--- src/rtl/flash_reset_pkg.sv ---
// Constants shared by the flash reset device end and the host end.
// Assumes a single 10 MHz system clock on both ends.
package flash_reset_pkg;
    localparam int CLK_PERIOD_NS         = 100;
    localparam int POWER_UP_DELAY_US     = 300;
    localparam int RESET_HOLD_TIME_NS    = 150;
    localparam int RESET_SETUP_TIME_NS   = 50;
    localparam int RESET_PULSE_WIDTH_NS  = 200;
    localparam int RESET_RECOVERY_US     = 100;
    localparam int DESELECT_TIME_NS      = 50;
    localparam int SOFT_RESET_TIME_US    = 30;
    // Least times round up
    localparam int HOLD_CYCLES     = (RESET_HOLD_TIME_NS + CLK_PERIOD_NS - 1) / CLK_PERIOD_NS;
    localparam int SETUP_CYCLES    = (RESET_SETUP_TIME_NS + CLK_PERIOD_NS - 1) / CLK_PERIOD_NS;
    localparam int PULSE_CYCLES    = (RESET_PULSE_WIDTH_NS + CLK_PERIOD_NS - 1) / CLK_PERIOD_NS;
    localparam int DESELECT_CYCLES = (DESELECT_TIME_NS + CLK_PERIOD_NS - 1) / CLK_PERIOD_NS;
    localparam int POWER_UP_CYCLES = (POWER_UP_DELAY_US * 1000 + CLK_PERIOD_NS - 1) / CLK_PERIOD_NS;
    localparam int RECOVERY_CYCLES = (RESET_RECOVERY_US * 1000 + CLK_PERIOD_NS - 1) / CLK_PERIOD_NS;
    localparam int SOFT_RESET_CYCLES = (SOFT_RESET_TIME_US * 1000 + CLK_PERIOD_NS - 1)
                                       / CLK_PERIOD_NS;
    localparam int CNT_W = 16;
    localparam logic [7:0] RESET_ENABLE_CMD = 8'h66;
    localparam logic [7:0] RESET_CMD        = 8'h99;
    localparam int QUAD_ENABLE_BIT   = 1;
    localparam int FOUR_WIRE_BIT     = 3;
    localparam int FUNCTION_B_BIT    = 7;
endpackage

--- src/rtl/flash_reset_if.sv ---
// Link between the host controller and the flash reset logic.
// The testbench resolves pin_a_level from the two enables plus a pull-up.
`timescale 1ns/1ns
`default_nettype none
interface flash_reset_if;
    logic       cs_n;
    logic       reset_n;
    logic       cmd_valid;
    logic [7:0] cmd;
    logic       pin_a_host_out;
    logic       pin_a_host_oe;
    logic       pin_a_dev_out;
    logic       pin_a_dev_oe;
    logic       pin_a_level;
    modport device (input cs_n, reset_n, cmd_valid, cmd, pin_a_level,
                    output pin_a_dev_out, pin_a_dev_oe);
    modport host (output cs_n, reset_n, cmd_valid, cmd, pin_a_host_out, pin_a_host_oe,
                  input pin_a_level);
endinterface
`default_nettype wire

--- src/rtl/flash_reset_device.sv ---
// Device end: power-on, pin and software reset sequencing of the flash.
// Assumes host signals are synchronous to clk_in; pin_a_level is the resolved wire.
`timescale 1ns/1ns
`default_nettype none
module flash_reset_device #(
    parameter int POWER_UP_CYCLES = flash_reset_pkg::POWER_UP_CYCLES,
    parameter int RECOVERY_CYCLES = flash_reset_pkg::RECOVERY_CYCLES,
    parameter int SOFT_RESET_CYCLES = flash_reset_pkg::SOFT_RESET_CYCLES
) (
    input  wire logic       clk_in,
    input  wire logic       rst_n_in,
    flash_reset_if.device   link,
    input  wire logic       quad_enable_in,
    input  wire logic       four_wire_mode_in,
    input  wire logic       function_b_in,
    input  wire logic       busy_writing_in,
    input  wire logic       read_data_quad_in,
    input  wire logic       por_fault_in,
    output logic            ready_out,
    output logic            in_reset_out,
    output logic            outputs_hiz_out,
    output logic            abort_out,
    output logic            reissue_needed_out,
    output logic            regs_reset_out
);
    typedef enum {S_POWER_UP, S_READY, S_HW_RESET, S_SOFT_RESET} state_t;
    localparam logic [flash_reset_pkg::CNT_W-1:0] ONE = 16'h0001;

    state_t                           state, next_state;
    logic [flash_reset_pkg::CNT_W-1:0] cnt, next_cnt;
    logic [flash_reset_pkg::CNT_W-1:0] low_cnt, next_low_cnt;
    logic [flash_reset_pkg::CNT_W-1:0] desel_cnt, next_desel_cnt;
    logic                             rst_en_seen, next_rst_en_seen;
    logic                             drive_a, next_drive_a;
    logic                             reissue, next_reissue;
    logic                             por_ok, next_por_ok;
    logic                             regs_rst, next_regs_rst;
    logic                             quad_mode;
    logic                             pin_a_reset_ok;
    logic                             reset_low;
    logic                             hw_trigger;

    assign quad_mode = quad_enable_in && four_wire_mode_in;
    // Deselect filter lets the drivers release IO3 before it counts as reset
    assign pin_a_reset_ok = function_b_in
        && (!quad_mode || (link.cs_n &&
            desel_cnt >= flash_reset_pkg::CNT_W'(flash_reset_pkg::DESELECT_CYCLES)));
    // Undriven shared pin reads high through the pull-up, modelled on the wire
    assign reset_low = !link.reset_n || (pin_a_reset_ok && !link.pin_a_level);
    assign hw_trigger = low_cnt >= flash_reset_pkg::CNT_W'(flash_reset_pkg::PULSE_CYCLES);

    always_comb begin
        next_state       = state;
        next_cnt         = cnt + ONE;
        next_low_cnt     = reset_low ? low_cnt + ONE : '0;
        next_desel_cnt   = !link.cs_n ? '0 :
                           (desel_cnt == '1 ? desel_cnt : desel_cnt + ONE);
        next_rst_en_seen = rst_en_seen;
        next_drive_a     = drive_a;
        next_reissue     = reissue;
        next_por_ok      = por_ok;
        next_regs_rst    = 1'b0;
        if (!link.cs_n && read_data_quad_in)
            next_drive_a = 1'b1;
        else if (!link.cs_n ||
                 desel_cnt >= flash_reset_pkg::CNT_W'(flash_reset_pkg::DESELECT_CYCLES))
            next_drive_a = 1'b0;
        case (state)
            S_POWER_UP: begin
                next_low_cnt = '0;
                if (cnt >= flash_reset_pkg::CNT_W'(POWER_UP_CYCLES - 1)) begin
                    next_por_ok = !por_fault_in;
                    next_cnt    = '0;
                    next_state  = S_READY;
                end
            end
            S_READY: begin
                if (hw_trigger) begin
                    next_cnt      = '0;
                    next_reissue  = busy_writing_in;
                    next_regs_rst = 1'b1;
                    next_drive_a  = 1'b0;
                    next_state    = por_ok ? S_HW_RESET : S_POWER_UP;
                end else if (link.cmd_valid) begin
                    next_reissue = 1'b0;
                    if (rst_en_seen && link.cmd == flash_reset_pkg::RESET_CMD) begin
                        next_cnt         = '0;
                        next_regs_rst    = 1'b1;
                        next_rst_en_seen = 1'b0;
                        next_state       = S_SOFT_RESET;
                    end else
                        next_rst_en_seen = (link.cmd == flash_reset_pkg::RESET_ENABLE_CMD);
                end
            end
            S_HW_RESET: begin
                next_rst_en_seen = 1'b0;
                if (cnt >= flash_reset_pkg::CNT_W'(RECOVERY_CYCLES - 1)) begin
                    next_cnt   = '0;
                    next_state = S_READY;
                end
            end
            S_SOFT_RESET: begin
                next_low_cnt = '0;
                if (cnt >= flash_reset_pkg::CNT_W'(SOFT_RESET_CYCLES - 1)) begin
                    next_cnt   = '0;
                    next_state = S_READY;
                end
            end
            default: next_state = S_POWER_UP;
        endcase
    end

    always_ff @(posedge clk_in or negedge rst_n_in) begin
        if (!rst_n_in) begin
            state       <= S_POWER_UP;
            cnt         <= '0;
            low_cnt     <= '0;
            desel_cnt   <= '0;
            rst_en_seen <= 1'b0;
            drive_a     <= 1'b0;
            reissue     <= 1'b0;
            por_ok      <= 1'b0;
            regs_rst    <= 1'b0;
        end else begin
            state       <= next_state;
            cnt         <= next_cnt;
            low_cnt     <= next_low_cnt;
            desel_cnt   <= next_desel_cnt;
            rst_en_seen <= next_rst_en_seen;
            drive_a     <= next_drive_a;
            reissue     <= next_reissue;
            por_ok      <= next_por_ok;
            regs_rst    <= next_regs_rst;
        end
    end

    assign link.pin_a_dev_out = 1'b1;
    assign link.pin_a_dev_oe  = drive_a && state == S_READY;
    assign ready_out          = state == S_READY;
    assign in_reset_out       = state != S_READY;
    assign outputs_hiz_out    = state == S_HW_RESET || state == S_POWER_UP;
    assign abort_out          = regs_rst;
    assign reissue_needed_out = reissue;
    assign regs_reset_out     = regs_rst;
endmodule // flash_reset_device
`default_nettype wire

--- src/flat_wrapper.sv ---
// flat-port wrapper written by rule: the top's interface ports become plain ports
module flash_reset_device_flat 
#(
    parameter int POWER_UP_CYCLES = flash_reset_pkg::POWER_UP_CYCLES,
    parameter int RECOVERY_CYCLES = flash_reset_pkg::RECOVERY_CYCLES,
    parameter int SOFT_RESET_CYCLES = flash_reset_pkg::SOFT_RESET_CYCLES
)
  (clk_in, rst_n_in, quad_enable_in, four_wire_mode_in, function_b_in, busy_writing_in, read_data_quad_in, por_fault_in, ready_out, in_reset_out, outputs_hiz_out, abort_out, reissue_needed_out, regs_reset_out, link_cs_n, link_reset_n, link_cmd_valid, link_cmd, link_pin_a_level, link_pin_a_dev_out, link_pin_a_dev_oe);
  flash_reset_if link_i ();
  input  wire logic clk_in;
  input  wire logic rst_n_in;
  input  wire logic quad_enable_in;
  input  wire logic four_wire_mode_in;
  input  wire logic function_b_in;
  input  wire logic busy_writing_in;
  input  wire logic read_data_quad_in;
  input  wire logic por_fault_in;
  output logic ready_out;
  output logic in_reset_out;
  output logic outputs_hiz_out;
  output logic abort_out;
  output logic reissue_needed_out;
  output logic regs_reset_out;
  input wire logic [$bits(link_i.cs_n)-1:0] link_cs_n;
  input wire logic [$bits(link_i.reset_n)-1:0] link_reset_n;
  input wire logic [$bits(link_i.cmd_valid)-1:0] link_cmd_valid;
  input wire logic [$bits(link_i.cmd)-1:0] link_cmd;
  input wire logic [$bits(link_i.pin_a_level)-1:0] link_pin_a_level;
  output wire logic [$bits(link_i.pin_a_dev_out)-1:0] link_pin_a_dev_out;
  output wire logic [$bits(link_i.pin_a_dev_oe)-1:0] link_pin_a_dev_oe;
  assign link_i.cs_n = link_cs_n;
  assign link_i.reset_n = link_reset_n;
  assign link_i.cmd_valid = link_cmd_valid;
  assign link_i.cmd = link_cmd;
  assign link_i.pin_a_level = link_pin_a_level;
  assign link_pin_a_dev_out = link_i.pin_a_dev_out;
  assign link_pin_a_dev_oe = link_i.pin_a_dev_oe;
  flash_reset_device #(.POWER_UP_CYCLES(POWER_UP_CYCLES), .RECOVERY_CYCLES(RECOVERY_CYCLES), .SOFT_RESET_CYCLES(SOFT_RESET_CYCLES)) u_core (.clk_in(clk_in), .rst_n_in(rst_n_in), .link(link_i), .quad_enable_in(quad_enable_in), .four_wire_mode_in(four_wire_mode_in), .function_b_in(function_b_in), .busy_writing_in(busy_writing_in), .read_data_quad_in(read_data_quad_in), .por_fault_in(por_fault_in), .ready_out(ready_out), .in_reset_out(in_reset_out), .outputs_hiz_out(outputs_hiz_out), .abort_out(abort_out), .reissue_needed_out(reissue_needed_out), .regs_reset_out(regs_reset_out));
endmodule
--- config.mk ---
export PLATFORM = sky130hd
export DESIGN_NAME = flash_reset_device_flat
export DESIGN_NICKNAME = d
export VERILOG_FILES = /design/src/rtl/flash_reset_pkg.sv /design/src/rtl/flash_reset_if.sv /design/src/rtl/flash_reset_device.sv /design/src/flat_wrapper.sv
export SDC_FILE = /design/constraint.sdc
export NUM_CORES = 1
export LEC_CHECK = 0
export BUFFER_PORTS_ARGS = -buffer_cell sky130_fd_sc_hd__buf_2
export CAP_MARGIN = 20
export CORE_ASPECT_RATIO = 0.5
export CORE_UTILIZATION = 64
export DETAILED_ROUTE_END_ITERATION = 7
export PLACE_DENSITY = 0.89
export SYNTH_ARGS = -nofsm -noshare
export SYNTH_HDL_FRONTEND = slang
export SYNTH_SLANG_ARGS = --single-unit
--- constraint.sdc ---
create_clock -name clk_in -period 5.6 [get_ports clk_in]
set_input_delay 0.28 -clock clk_in [delete_from_list [all_inputs] [get_ports clk_in]]
set_output_delay 0.28 -clock clk_in [all_outputs]
set_load 0.03 [all_outputs]
==> flow_metrics.env <==
export IMPL_viasPerCell=6.030
export IMPL_antennaDiodeCount=0
export IMPL_p_leak_nw=1.514
export IMPL_rr_worst_depth=7
export IMPL_grt_max_degree=56
export IMPL_nNetsFinal=368
export IMPL_grt_pass1_vias=2335
export IMPL_stdcell_count=394
export IMPL_synth_compound_area_share_pct=9.805
export IMPL_synth_seq_cells=55
export IMPL_worstSetupPathType="reg2reg"
export IMPL_synth_warnings=0
export IMPL_ant_nets=0
export IMPL_clk_pin_slew_ns=0.10
export IMPL_arrival_ns=2.68
export IMPL_antenna_found_initial=0
export IMPL_final_max_slew_viol_count=0
export IMPL_place_congestion=0.7999
export IMPL_syn_inst=312
export IMPL_die_area_um2=5001
export IMPL_period_share_pct=43.77
export IMPL_synth_xor_area_share_pct=9.888
export IMPL_min_period_ns=2.451
export IMPL_core_um2=4467
export IMPL_drc=0
export IMPL_synth_distinct_cells=45
export IMPL_relSlewSlack_pct=44.01
export IMPL_end_kind="flip-flop"
export IMPL_cts_resized=0
export IMPL_hold_viol_final=0
export IMPL_cap_violations=0
export IMPL_run_status="completed"
export IMPL_top_level_ports=28
export IMPL_drive_gt1_share_pct=12.17
export IMPL_async_reset_ff_share_pct=100.0
export IMPL_grt_util_all_layers_pct=26.72
export IMPL_finalSetupViolations=0
export IMPL_cts_hold_buf=0
export IMPL_max_freq_mhz=408.0
export IMPL_htree_levels=2
export IMPL_vias=2376
export IMPL_rr_startpoint="u_core.low_cnt[0]$_DFF_PN0_"
export IMPL_grt_first_pass_wirelength_um=10290
export IMPL_start_kind="flip-flop"
export IMPL_ys_seq_area_share_pct=45.70
export IMPL_synth_main_ff_cell="dfrtp_1"
export IMPL_place_hpwl_um=4176
export IMPL_wire_per_inst_um=15.39
export IMPL_die_y_um=50.51
export IMPL_synthesis_area_um2=3012
export IMPL_worstPathMaxFanout=16
export IMPL_synth_nets=343
export IMPL_worstHoldPathType="in2async"
export IMPL_post_cts_buffers=0
export IMPL_overflow=0
export IMPL_drt_pass1_iterations=4
export IMPL_rsz0062_at_grt="false"
export IMPL_n_fill_cell=323
export IMPL_seqCellArea_um2=1376
export IMPL_numPlacedInstances=386
export IMPL_dr_first_iter_drc_count=163
export IMPL_start_util_pct=67.42
export IMPL_yosys_area_share_adder_pct=4.570
export IMPL_die_w_um=99.01
export IMPL_startpoint="u_core.low_cnt[0]$_DFF_PN0_"
export IMPL_tns_ns=0
export IMPL_ctsLongestPathBuffers=2
export IMPL_cts_tree="built"
export IMPL_skew_ns=0.01230
export IMPL_crit_required_ns=5.82
export IMPL_synthMuxAreaShare_pct=1.039
export IMPL_syn2layout_area_growth_pct=8.351
export IMPL_cts_buffers=5
export IMPL_avgSynthCellArea_um2=9.653
export IMPL_routed_wl_um=6065
export IMPL_synthSimpleGateAreaFrac_pct=26.01
export IMPL_clkLatencyLatePin_ns=0.31
export IMPL_peakVddDrop_mv=0.1619
export IMPL_synth_top_family_by_area="simple AND/OR/NAND/NOR gates"
export IMPL_synth_edf_count=0
export IMPL_multiInputGateArea_um2=1549
export IMPL_clock_sinks=55
export IMPL_tightest_slew_ns=0.8398
export IMPL_p_per_area_nw_per_um2=331.9
export IMPL_placementRows=17
export IMPL_cts_root_buf="clkbuf_8"
export IMPL_port_buffers=26
==> sequential cells by signal, summed over array words and instances (netlist names) <==
register and count:
u_core.desel_cnt 16, u_core.state 2, u_core.low_cnt 16, u_core.drive_a 1, u_core.rst_en_seen 1, u_core.abort_out 1
u_core.reissue_needed_out 1, u_core.cnt 16, u_core.por_ok 1
==> path summary, 6_finish.rpt <==
kind	endpoint	slack, ns
max	u_core.cnt[1]$_DFF_PN0_	3.15
min	u_core.cnt[13]$_DFF_PN0_	0.09
max reg2reg	u_core.cnt[1]$_DFF_PN0_	3.15
min reg2reg	u_core.reissue_needed_out$_DFFE_PN0P_	0.50
max in group asynchronous	u_core.desel_cnt[6]$_DFFE_PN0P_	5.05
min in group clk_in	u_core.por_ok$_DFFE_PN0P_	0.14
==> power by group <==
group          leakage [nW]  switching, mW  internal (mW)
Clock                0.0470          0.120         0.0973
Sequential            0.748         0.0422          0.434
Combinational         0.719          0.252          0.137
==> cell usage after synthesis (all sizes together) (5+ instances only) <==
cell type	n	area [um^2]
and3	13	81.33
o21ai	12	60.06
or3	6	37.54
xnor2	14	122.6
nand2	16	60.06
clkbuf	7	26.28
dfrtp	55	1376
nand3	14	70.07
nor3	8	40.04
inv	9	33.78
nand4	10	62.56
and4	7	63.81
ha	11	137.6
nor2	44	165.2
nor4	9	56.30
xor2	20	175.2
and2	5	31.28
a21oi	10	50.05
==> placed cells by master, fill, tap and decap left out, types with 2 or more instances in the layout <==
cell type  count
nand4_1       10
nor3_1         8
a21o_1         2
nor2_1        44
nand3_1       14
o21ai_0       12
and4_1         6
nor4b_1        3
nor2b_1        2
a32o_1         2
o211a_1        2
or2_2          2
nor4bb_1       3
nand2_1       16
clkbuf_8       6
buf_4          2
inv_1          9
nor4_1         9
xor2_1        20
a31oi_1        2
and3_1        13
o211ai_1       3
buf_2         26
and2_1         5
ha_1          11
nand2b_1       3
a21oi_1       10
xnor2_1       14
or3_1          6
dfrtp_1       55
mux2i_1        2
==> per-stage QoR <==
stage	power, mW	cell area (um^2)	setup slack, ns	util [%]	hold WS (ns)
after floorplan	0.7730	3012	3.479	-	-0.01559
after global placement	0.8355	3168	3.279	70.92	0.4347
after detailed placement	0.8531	3168	3.219	70.92	0.4462
after CTS	1.079	3256	3.198	72.89	0.1166
after global routing	1.149	3263	2.927	73.05	0.1509
final	1.083	3263	3.149	73.05	0.09092
==> critical path, cell delays in order, from the launching register on <==
cell and delay [ns]:
dfrtp_1 0.42, inv_1 0.06, ha_1 0.19, nor4_1 0.40, nand4_1 0.32, nor3_1 0.58, a2111oi_4 0.20, nor2b_1 0.19
==> routing by layer <==
layer / vias to the layer above / wire [um] / global-route usage, % / share of wire [%]
met5: - / 0 / 0 / 0
met4: 0 / 132 / 12.19 / 2.2
met3: 20 / 192 / 5.153 / 3.2
met2: 56 / 3020 / 44.87 / 50
met1: 1143 / 2720 / 34.22 / 45
li1: 1157 / - / - / -
==> final cells by class <==
cell class	instances	area share, %
clock inverter	1	0.1534
inverter	9	1.035
tap	57	2.186
sequential	55	42.18
clock buffer	6	2.531
timing repair buffer	28	4.448
multi-input combinational	238	47.47
==> kinds of logic after synthesis <==
kind of cell,after synthesis
other,1
xor gates and xnor gates,34
DFF,55
adders and majority gates,11
and+or+nand+nor,147
muxes,3
buffers and inverters,19
AOI/OAI and AO/OA,42
Note: power is estimated with default switching activity, not from simulation.
